--- src/logic/kli_top_note_placeholder.sv ---
`timescale 1ns/1ps
`default_nettype none
`default_nettype wire

--- src/logic/kli_pkg.sv ---
// Constants, register map and bus states for the keypad level interrupt block.
// Assumes one 50 MHz clock and a word-aligned register bus.
//
// Contract
// - Each line has enable and level bits.
// - Disabled lines never reach the keypad request.
// - Enabled line flags drive the keypad request.
// - Level bit zero detects a low input.
// - Level bit one detects a high input.
// - Reset clears enable and level bits.
// - Flags set on level, cleared by reading.
// - One global enable gates the shared request.
// - Enabled line detection wakes the chip.
package kli_pkg;

    // ======================================================================
    // Widths.
    localparam int KLI_LINES = 8;
    localparam int KLI_ADDR_W = 10;
    localparam int KLI_DATA_W = 32;

    // ======================================================================
    // Register indices; the byte address is four times the index.
    localparam logic [7:0] KLI_IDX_LEVEL_SELECT = 8'h9c;
    localparam logic [7:0] KLI_IDX_LINE_ENABLE = 8'h9d;
    localparam logic [7:0] KLI_IDX_LINE_FLAG = 8'h9e;
    localparam logic [7:0] KLI_IDX_CTRL = 8'ha0;
    localparam logic [7:0] KLI_IDX_IRQ_STATUS = 8'ha1;
    localparam logic [7:0] KLI_IDX_IRQ_MASK = 8'ha2;
    localparam logic [7:0] KLI_IDX_PORT_LEVEL = 8'ha3;

    // ======================================================================
    // Field positions.
    localparam int KLI_CTRL_GLOBAL_EN_BIT = 0;
    localparam int KLI_ST_FLAG_BIT = 0;
    localparam int KLI_ST_WAKE_BIT = 1;
    localparam int KLI_ST_W = 2;

    // ======================================================================
    // Reset values.
    localparam logic [7:0] KLI_LEVEL_SELECT_RST = 8'h00;
    localparam logic [7:0] KLI_LINE_ENABLE_RST = 8'h00;
    localparam logic [7:0] KLI_LINE_FLAG_RST = 8'h00;
    localparam logic KLI_GLOBAL_EN_RST = 1'b0;
    localparam logic [1:0] KLI_IRQ_STATUS_RST = 2'h0;
    localparam logic [1:0] KLI_IRQ_MASK_RST = 2'h0;

    // ======================================================================
    // Bus handshake states.
    typedef enum logic [1:0] {
        KLI_BUS_IDLE = 2'b01,
        KLI_BUS_ACK = 2'b10
    } kli_bus_e;

endpackage

--- src/logic/kli_det_if.sv ---
// Interface between the keypad top and its line detector.
// Assumes both ends run on the same clock.
`timescale 1ns/1ps
`default_nettype none
interface kli_det_if;
    logic [7:0] lines_raw;
    logic [7:0] level_select;
    logic [7:0] line_level;
    logic [7:0] line_hit;

    modport det (
        input lines_raw,
        input level_select,
        output line_level,
        output line_hit
    );

    modport host (
        output lines_raw,
        output level_select,
        input line_level,
        input line_hit
    );
endinterface // kli_det_if
`default_nettype wire

--- src/logic/kli_line_det.sv ---
// Synchroniser and level comparator for the eight keypad lines.
// Assumes the raw lines are asynchronous pins.
`timescale 1ns/1ps
`default_nettype none
module kli_line_det (
    // Clock and reset.
    input wire logic mclk,
    input wire logic rst,
    // Detector channel.
    kli_det_if.det dif
);

    // ======================================================================
    // State.
    typedef struct packed {
        logic [7:0] sync1;
        logic [7:0] sync2;
    } kli_det_s;

    kli_det_s s_r;
    kli_det_s s_nxt;

    always_comb begin
        s_nxt = s_r;
        s_nxt.sync1 = dif.lines_raw;
        s_nxt.sync2 = s_r.sync1;
    end

    always_ff @(posedge mclk or posedge rst) begin
        if (rst) begin
            // Port lines idle high, so starting there avoids a false low match after reset.
            s_r <= '1;
        end else begin
            s_r <= s_nxt;
        end
    end

    assign dif.line_level = s_r.sync2;

    // ======================================================================
    // Per-line level match.
    for (genvar i = 0; i < kli_pkg::KLI_LINES; i++) begin : g_line
        assign dif.line_hit[i] = (s_r.sync2[i] == dif.level_select[i]);
    end

    // ======================================================================
    // Checks.
    a_low_match: assert property (@(posedge mclk) disable iff (rst)
        (!dif.level_select[0] && !s_r.sync2[0]) |-> dif.line_hit[0])
        else $error("Low level on line 0 not detected.");

    a_high_match: assert property (@(posedge mclk) disable iff (rst)
        (dif.level_select[7] && !s_r.sync2[7]) |-> !dif.line_hit[7])
        else $error("Low level wrongly matched in high mode.");

    a_sync_delay: assert property (@(posedge mclk) disable iff (rst)
        $past(rst, 3) == 1'b0 |-> dif.line_level == $past(dif.lines_raw, 2))
        else $error("Line synchroniser delay is not two cycles.");

endmodule // kli_line_det
`default_nettype wire

--- src/logic/kli_top.sv ---
// Keypad level interrupt block with an Avalon-MM register slave.
// Assumes keypad lines are asynchronous pins and a 50 MHz mclk.
`timescale 1ns/1ps
`default_nettype none
module kli_top (
    // Clock and reset.
    input wire logic mclk,
    input wire logic rst,
    // Avalon-MM slave.
    input wire logic [9:0] avs_address,
    input wire logic avs_read,
    input wire logic avs_write,
    input wire logic [3:0] avs_byteenable,
    input wire logic [31:0] avs_writedata,
    output logic [31:0] avs_readdata,
    output logic avs_waitrequest,
    // Keypad pins.
    input wire logic [7:0] port_one_lines,
    // Requests.
    output logic keypad_irq,
    output logic wake_req,
    output logic irq
);

    // ======================================================================
    // State.
    typedef struct packed {
        kli_pkg::kli_bus_e st;
        logic wait_r;
        logic [31:0] rdata;
        logic [7:0] level_select;
        logic [7:0] line_enable;
        logic [7:0] line_flag;
        logic global_en;
        logic [1:0] status;
        logic [1:0] mask;
        logic kirq;
        logic wake;
        logic irq;
    } kli_top_s;

    kli_top_s s_r;
    kli_top_s s_nxt;

    logic req;
    logic [7:0] idx;
    logic [7:0] hit;
    logic [7:0] flag_clr;
    logic [1:0] st_clr;
    logic [1:0] st_set;
    logic wake_now;
    logic wr_done;
    logic rd_done;

    // ======================================================================
    // Line detector.
    kli_det_if dif ();

    assign dif.lines_raw = port_one_lines;
    assign dif.level_select = s_r.level_select;

    kli_line_det u_det (
        .mclk(mclk),
        .rst(rst),
        .dif(dif)
    );

    // ======================================================================
    // Next state.
    always_comb begin
        s_nxt = s_r;
        req = avs_read | avs_write;
        idx = avs_address[9:2];
        hit = dif.line_hit;
        flag_clr = 8'h00;
        st_clr = 2'h0;
        wr_done = 1'b0;
        rd_done = 1'b0;
        case (s_r.st)
            kli_pkg::KLI_BUS_IDLE: begin
                if (req) begin
                    s_nxt.st = kli_pkg::KLI_BUS_ACK;
                    s_nxt.wait_r = 1'b0;
                    s_nxt.rdata = 32'h0000_0000;
                    if (avs_read) begin
                        case (idx)
                            kli_pkg::KLI_IDX_LEVEL_SELECT: begin
                                s_nxt.rdata[7:0] = s_r.level_select;
                            end
                            kli_pkg::KLI_IDX_LINE_ENABLE: begin
                                s_nxt.rdata[7:0] = s_r.line_enable;
                            end
                            kli_pkg::KLI_IDX_LINE_FLAG: begin
                                s_nxt.rdata[7:0] = s_r.line_flag;
                            end
                            kli_pkg::KLI_IDX_CTRL: begin
                                s_nxt.rdata[kli_pkg::KLI_CTRL_GLOBAL_EN_BIT] = s_r.global_en;
                            end
                            kli_pkg::KLI_IDX_IRQ_STATUS: begin
                                s_nxt.rdata[1:0] = s_r.status;
                            end
                            kli_pkg::KLI_IDX_IRQ_MASK: begin
                                s_nxt.rdata[1:0] = s_r.mask;
                            end
                            kli_pkg::KLI_IDX_PORT_LEVEL: begin
                                s_nxt.rdata[7:0] = dif.line_level;
                            end
                            default: begin
                                s_nxt.rdata = 32'h0000_0000;
                            end
                        endcase
                    end
                end
            end
            kli_pkg::KLI_BUS_ACK: begin
                s_nxt.st = kli_pkg::KLI_BUS_IDLE;
                s_nxt.wait_r = 1'b1;
                wr_done = avs_write & avs_byteenable[0];
                rd_done = avs_read;
                if (wr_done) begin
                    case (idx)
                        kli_pkg::KLI_IDX_LEVEL_SELECT: begin
                            s_nxt.level_select = avs_writedata[7:0];
                        end
                        kli_pkg::KLI_IDX_LINE_ENABLE: begin
                            s_nxt.line_enable = avs_writedata[7:0];
                        end
                        kli_pkg::KLI_IDX_CTRL: begin
                            s_nxt.global_en = avs_writedata[kli_pkg::KLI_CTRL_GLOBAL_EN_BIT];
                        end
                        kli_pkg::KLI_IDX_IRQ_STATUS: begin
                            st_clr = avs_writedata[1:0];
                        end
                        kli_pkg::KLI_IDX_IRQ_MASK: begin
                            s_nxt.mask = avs_writedata[1:0];
                        end
                        default: begin
                            st_clr = 2'h0;
                        end
                    endcase
                end
                if (rd_done && idx == kli_pkg::KLI_IDX_LINE_FLAG) begin
                    flag_clr = s_r.rdata[7:0];
                end
            end
            default: begin
                s_nxt.st = kli_pkg::KLI_BUS_IDLE;
                s_nxt.wait_r = 1'b1;
            end
        endcase

        // Flags set on a level match; a set in the clearing cycle wins.
        s_nxt.line_flag = (s_r.line_flag & ~flag_clr) | hit;

        // Shared keypad request and wake-up.
        s_nxt.kirq = s_r.global_en & |(s_r.line_flag & s_r.line_enable);
        wake_now = |(hit & s_r.line_enable);
        s_nxt.wake = wake_now;

        // Sticky event status, write one to clear, set wins.
        st_set = 2'h0;
        st_set[kli_pkg::KLI_ST_FLAG_BIT] = |(hit & ~s_r.line_flag);
        st_set[kli_pkg::KLI_ST_WAKE_BIT] = wake_now & ~s_r.wake;
        s_nxt.status = (s_r.status & ~st_clr) | st_set;
        s_nxt.irq = |(s_r.status & s_r.mask);
    end

    // ======================================================================
    // Registers.
    always_ff @(posedge mclk or posedge rst) begin
        if (rst) begin
            s_r.st <= kli_pkg::KLI_BUS_IDLE;
            s_r.wait_r <= 1'b1;
            s_r.rdata <= 32'h0000_0000;
            s_r.level_select <= kli_pkg::KLI_LEVEL_SELECT_RST;
            s_r.line_enable <= kli_pkg::KLI_LINE_ENABLE_RST;
            s_r.line_flag <= kli_pkg::KLI_LINE_FLAG_RST;
            s_r.global_en <= kli_pkg::KLI_GLOBAL_EN_RST;
            s_r.status <= kli_pkg::KLI_IRQ_STATUS_RST;
            s_r.mask <= kli_pkg::KLI_IRQ_MASK_RST;
            s_r.kirq <= 1'b0;
            s_r.wake <= 1'b0;
            s_r.irq <= 1'b0;
        end else begin
            s_r <= s_nxt;
        end
    end

    // ======================================================================
    // Outputs.
    assign avs_readdata = s_r.rdata;
    assign avs_waitrequest = s_r.wait_r;
    assign keypad_irq = s_r.kirq;
    assign wake_req = s_r.wake;
    assign irq = s_r.irq;

    // ======================================================================
    // Checks.
    a_bus_ack_one: assert property (@(posedge mclk) disable iff (rst)
        (req && avs_waitrequest) |=> !avs_waitrequest)
        else $error("Request not answered after one cycle.");

    a_bus_ack_release: assert property (@(posedge mclk) disable iff (rst)
        !avs_waitrequest |=> avs_waitrequest)
        else $error("Waitrequest low for more than one cycle.");

    a_cfg_write: assert property (@(posedge mclk) disable iff (rst)
        (avs_write && !avs_waitrequest && avs_byteenable[0]
            && idx == kli_pkg::KLI_IDX_LINE_ENABLE)
        |=> s_r.line_enable == $past(avs_writedata[7:0]))
        else $error("Enable register write not stored.");

    a_reset_clear: assert property (@(posedge mclk) disable iff (rst)
        $past(rst) |-> (s_r.level_select == 8'h00 && s_r.line_enable == 8'h00))
        else $error("Configuration not cleared by reset.");

    a_flag_set: assert property (@(posedge mclk) disable iff (rst)
        |hit |=> (s_r.line_flag & $past(hit)) == $past(hit))
        else $error("Detected level did not set its flag.");

    a_flag_read_clear: assert property (@(posedge mclk) disable iff (rst)
        (avs_read && !avs_waitrequest && idx == kli_pkg::KLI_IDX_LINE_FLAG && hit == 8'h00)
        |=> s_r.line_flag == ($past(s_r.line_flag) & ~$past(s_r.rdata[7:0])))
        else $error("Flag read did not clear flags.");

    a_kirq_form: assert property (@(posedge mclk) disable iff (rst)
        ##1 keypad_irq == $past(s_r.global_en && |(s_r.line_flag & s_r.line_enable)))
        else $error("Keypad request not formed from flags and enables.");

    a_global_gate: assert property (@(posedge mclk) disable iff (rst)
        !s_r.global_en |=> !keypad_irq)
        else $error("Keypad request raised while globally disabled.");

    a_disabled_quiet: assert property (@(posedge mclk) disable iff (rst)
        (s_r.line_enable == 8'h00) |=> !keypad_irq)
        else $error("Keypad request raised with all lines disabled.");

    a_enabled_drive: assert property (@(posedge mclk) disable iff (rst)
        (s_r.global_en && (s_r.line_flag[0] && s_r.line_enable[0])) |=> keypad_irq)
        else $error("Enabled flag did not raise keypad request.");

    a_wake_req: assert property (@(posedge mclk) disable iff (rst)
        ##1 wake_req == $past(|(hit & s_r.line_enable)))
        else $error("Wake request does not follow enabled detection.");

    a_low_detect: assert property (@(posedge mclk) disable iff (rst)
        (s_r.level_select == 8'h00 && dif.line_level == 8'h00) |-> hit == 8'hff)
        else $error("Low levels not detected in low mode.");

    a_high_detect: assert property (@(posedge mclk) disable iff (rst)
        (s_r.level_select == 8'hff && dif.line_level == 8'hff) |-> hit == 8'hff)
        else $error("High levels not detected in high mode.");

    a_irq_level: assert property (@(posedge mclk) disable iff (rst)
        ##1 irq == $past(|(s_r.status & s_r.mask)))
        else $error("Interrupt output does not follow masked status.");

    a_level_write: assert property (@(posedge mclk) disable iff (rst)
        (avs_write && !avs_waitrequest && avs_byteenable[0]
            && idx == kli_pkg::KLI_IDX_LEVEL_SELECT)
        |=> s_r.level_select == $past(avs_writedata[7:0]))
        else $error("Level select register write not stored.");

    a_byte_skip: assert property (@(posedge mclk) disable iff (rst)
        (avs_write && !avs_waitrequest && !avs_byteenable[0])
        |=> (s_r.line_enable == $past(s_r.line_enable)
            && s_r.level_select == $past(s_r.level_select)))
        else $error("Write without low byte enable changed a register.");

    a_ctrl_write: assert property (@(posedge mclk) disable iff (rst)
        (avs_write && !avs_waitrequest && avs_byteenable[0] && idx == kli_pkg::KLI_IDX_CTRL)
        |=> s_r.global_en == $past(avs_writedata[kli_pkg::KLI_CTRL_GLOBAL_EN_BIT]))
        else $error("Global enable write not stored.");

    a_flag_read_data: assert property (@(posedge mclk) disable iff (rst)
        (avs_read && avs_waitrequest && idx == kli_pkg::KLI_IDX_LINE_FLAG)
        |=> avs_readdata[7:0] == $past(s_r.line_flag))
        else $error("Flag read did not return the flags.");

    a_flag_sticky: assert property (@(posedge mclk) disable iff (rst)
        !(avs_read && !avs_waitrequest && idx == kli_pkg::KLI_IDX_LINE_FLAG)
        |=> (s_r.line_flag & $past(s_r.line_flag)) == $past(s_r.line_flag))
        else $error("Flag cleared without a flag read.");

    a_wake_gate: assert property (@(posedge mclk) disable iff (rst)
        (s_r.line_enable == 8'h00) |=> !wake_req)
        else $error("Wake request raised with all lines disabled.");

    a_rdata_upper: assert property (@(posedge mclk) disable iff (rst)
        !avs_waitrequest |-> avs_readdata[31:8] == 24'h00_0000)
        else $error("Unused read data bits not zero.");

    a_status_clear: assert property (@(posedge mclk) disable iff (rst)
        (avs_write && !avs_waitrequest && avs_byteenable[0]
            && idx == kli_pkg::KLI_IDX_IRQ_STATUS && st_set == 2'h0)
        |=> s_r.status == ($past(s_r.status) & ~$past(avs_writedata[1:0])))
        else $error("Status write of one did not clear.");

    a_status_hold: assert property (@(posedge mclk) disable iff (rst)
        (!(avs_write && !avs_waitrequest) && st_set == 2'h0)
        |=> s_r.status == $past(s_r.status))
        else $error("Status bit changed without an event or clear.");

    a_irq_masked: assert property (@(posedge mclk) disable iff (rst)
        (s_r.mask == 2'h0) |=> !irq)
        else $error("Interrupt raised with every source masked.");

    a_mask_write: assert property (@(posedge mclk) disable iff (rst)
        (avs_write && !avs_waitrequest && avs_byteenable[0] && idx == kli_pkg::KLI_IDX_IRQ_MASK)
        |=> s_r.mask == $past(avs_writedata[1:0]))
        else $error("Mask register write not stored.");

endmodule // kli_top
`default_nettype wire

--- config.mk ---
export PLATFORM = sky130hd
export DESIGN_NAME = kli_top
export DESIGN_NICKNAME = d
export VERILOG_FILES = /design/src/logic/kli_top_note_placeholder.sv /design/src/logic/kli_pkg.sv /design/src/logic/kli_det_if.sv /design/src/logic/kli_line_det.sv /design/src/logic/kli_top.sv
export SDC_FILE = /design/constraint.sdc
export NUM_CORES = 1
export LEC_CHECK = 0
export BUFFER_PORTS_ARGS = -buffer_cell sky130_fd_sc_hd__buf_2
export CORE_ASPECT_RATIO = 1.2
export CORE_UTILIZATION = 30
export DETAILED_ROUTE_END_ITERATION = 12
export GPL_ROUTABILITY_DRIVEN = 0
export PLACE_DENSITY = 0.63
export SETUP_SLACK_MARGIN = 0.1
export SYNTH_ARGS = -nofsm -noshare
export SYNTH_HDL_FRONTEND = slang
export SYNTH_SLANG_ARGS = --single-unit
--- constraint.sdc ---
create_clock -name mclk -period 1.6 [get_ports mclk]
set_input_delay 0.24 -clock mclk [delete_from_list [all_inputs] [get_ports mclk]]
set_output_delay 0.24 -clock mclk [all_outputs]
set_load 0.1 [all_outputs]
==> out/metrics.csv <==
metric,value,unit
cell area after layout,3810,um^2
largest net degree at the start of global routing,59,
cells along the critical path,nand4b_4 > nor4b_4 > buf_4 > mux2_4,
Worst EP arrival,1820,ps
clock power share,42.9,%
register area share after synthesis,49.6,%
Hold Path Class,primary input to flip-flop,
initial core utilization,31.0,%
CTS buffer count,9,
post-DR wirelength/cell,15.1,um
Max Root-Sink Buffers,2,
multi-input logic area,1390,um^2
R2R setup slack,-20,ps
Syn Area/Cell,11.7,um^2
total power draw,4.43,mW
worst r2r dst,dif.level_select[3],
Peak VDD IR,0.517,mV
CP endpoint kind,flip-flop,
ys flop type,dfrtp_1,
MaxCap Viol Count,0,
nets@finish,374,
worst stage delay on the critical path,460,ps
Antenna Cells,0,
R2R Path Start,s_r[65],
Internal Power,3.10,mW
Std-Cell Rows,39,
most instantiated library cell after synthesis,dfrtp_1,
distinct cell type count after synthesis,46,
M2 GR Usage,22.2,%
WP data required,1800,ps
Sequential Power Share,36.6,%
Yosys warning total,0,
"slowest stage cell, crit path",dfstp_4,
Final setup viols,9,
clock sinks,58,
status,finished with violations,
Final Cycle Share,101,%
Post-DRT Antenna Nets,0,
"top cells by count, synth","dfrtp_1 (41), buf_4 (32), nand2_1 (21)",
GR peak layer,met2,
max-slew violation count,0,
post-detail-place hpwl,4760,um
initial antenna violation count,0,
final clock skew,7.09,ps
GRT Total Usage,14.0,%
first-pass GRT wire length,10900,um
Die X,92.8,um
fill count,929,
Die Area,10300,um^2
clock latency on the worst-skew pair,330,ps
via count,2088,
Psw,1.34,mW
fraction of registers with async set/reset,100,%
Reg area,1480,um^2
vias in the first global route,2137,
post-synthesis register bit count,58,
Routed WL,6700,um
DRC,0,
grt met1 use,17.1,%
switching share of power,30.2,%
Setup WS post-layout,-19.6,ps
Placeable Area,9560,um^2
CTS Root Cell,clkbuf_16,
drt pass-1 iters,4,
dpl cell area,3350,um^2
RSZ-0062 raised after global routing,true,
critical path class,flip-flop to flip-flop,
H-tree levels,3,
violated checks,setup timing,
Final Hold Fails,0,
# port buffers,40,
Area growth syn-to-layout,28.6,%
number of flops mapped to enable cells by yosys,0,
cell taking the most area after synthesis,dfrtp_1,
"Reg clk slew, reported paths",50,ps
top-area cell type share of the netlist area,34.6,%
synth top area cells,"dfrtp_1 (35%), dfstp_2 (15%), buf_4 (8.1%), mux2_2 (6.8%), a22oi_1 (3.8%)",
fmax,617,MHz
crit-path max FO,4,
nature of the critical path startpoint,flip-flop,
Setup TNS,-116,ps
height of the chip,111,um
Worst setup endpoint,dif.level_select[3],
Post-Synthesis Cells,254,
I/O pins,94,
CTS tree,done,
GRT met3 Usage,3.36,%
PwrDens,1160,nW/um^2
layout cells sized above 1,43.3,%
post-DR vias/cell,4.70,
drt first-iter violations,110,
fin crit period,1620,ps
R2R depth,4,
Setup WS pre-CTS,-155,ps
Synth Cell Area,2970,um^2
share of total power in combinational logic,20.6,%
LEAKAGE,1.68,nW
grt total ovfl,0,
Critical Path Start,s_r[65],
how the worst min path moves through the flow:
stage	startpoint	to	slack, ps	depth (start not counted)
after floorplan	port_one_lines[0]	u_det.s_nxt[0]	240	0
after global placement	rst	irq	350	3
after detailed placement	rst	wake_req	350	3
after CTS	port_one_lines[7]	u_det.s_nxt[7]	0.5	1
after global routing	port_one_lines[0]	u_det.s_nxt[0]	6	1
final	port_one_lines[7]	u_det.s_nxt[7]	8	1
repair_timing:
item | in CTS | in global routing
endpoints found under the setup margin | 19 | 35
buffers inserted | 0 | 2
hold endpoints to repair | 15 | 0
gates resized for setup | 11 | 19
hold buffers | 3 | 0
pin swaps | 0 | 8
cloned | 0 | 0
cells by family (layout without fill, tap and decap cells):
logic type | after synthesis | in the layout | synth area share (%)
multiplexers | 25 | 25 | 9.19
buffers and inverters | 46 | 90 | 10.6
other | 1 | 24 | 0.126
AND/OR/NAND/NOR | 64 | 64 | 15.3
flip-flops | 58 | 58 | 49.6
XOR/XNOR | 8 | 8 | 2.36
AO/OA/AOI/OAI | 52 | 52 | 12.8
power by group through the flow:
stage                     Clock [mW]  Sequential [mW]  Combinational, mW
after floorplan                    0             1.75              0.593
after global placement             0             1.64              0.878
after detailed placement           0             1.64              0.882
after CTS                       1.94             1.62              0.892
after global routing            2.00             1.63              0.958
final                           1.90             1.62              0.911
placed cells by master (no fill, tap or decap), types with 7 or more instances in the layout:
cell type	netlist	layout
a21o_1	8	8
a22oi_1	15	15
buf_2	5	39
buf_4	32	22
clkbuf_16	0	9
conb_1	1	24
dfrtp_1	41	41
dfstp_2	17	16
mux2_4	0	15
mux2i_1	7	7
nand2_1	21	14
nand2_2	0	7
nand2b_1	10	10
o21ai_1	6	8
xnor2_1	8	8
layout make-up:
type | instances | share of cell area [%]
Sequential cell | 58 | 38.7
Multi-Input combinational cell | 173 | 36.4
Timing Repair Buffer | 69 | 12.4
Clock buffer | 13 | 6.82
Tap cell | 123 | 4.03
Clock inverter | 3 | 1.05
Inverter | 5 | 0.590
state kept, by name, indices dropped and copies added (netlist names):
| register | cells |
|---|---|
| avs_readdata | 8 |
| dif.level_select | 8 |
| irq | 1 |
| keypad_irq | 1 |
| s_r | 23 |
| u_det.dif.line_level | 8 |
| u_det.s_nxt | 8 |
| wake_req | 1 |
critical path, delay by kind of cell (launching register included):
kind,cells,cell delay [ps]
and+or+nand+nor,2,530
DFF,1,460
muxes,1,300
buffers and inverters,1,220
routing by layer:
layer / wire length, um / vias up
met5: 0 / -
met4: 143 / 0
met3: 371 / 16
met2: 3310 / 69
met1: 2870 / 1019
li1: - / 984
metrics by stage:
stage	std cells	hold slack (ps)	util, %
final	444	7.88	39.9
after detailed placement	423	346	35.1
after CTS	442	0.519	38.9
after floorplan	277	244	-
after global placement	423	345	35.1
after global routing	444	6.18	39.9
No activity file was read; power rests on OpenSTA's default activity.
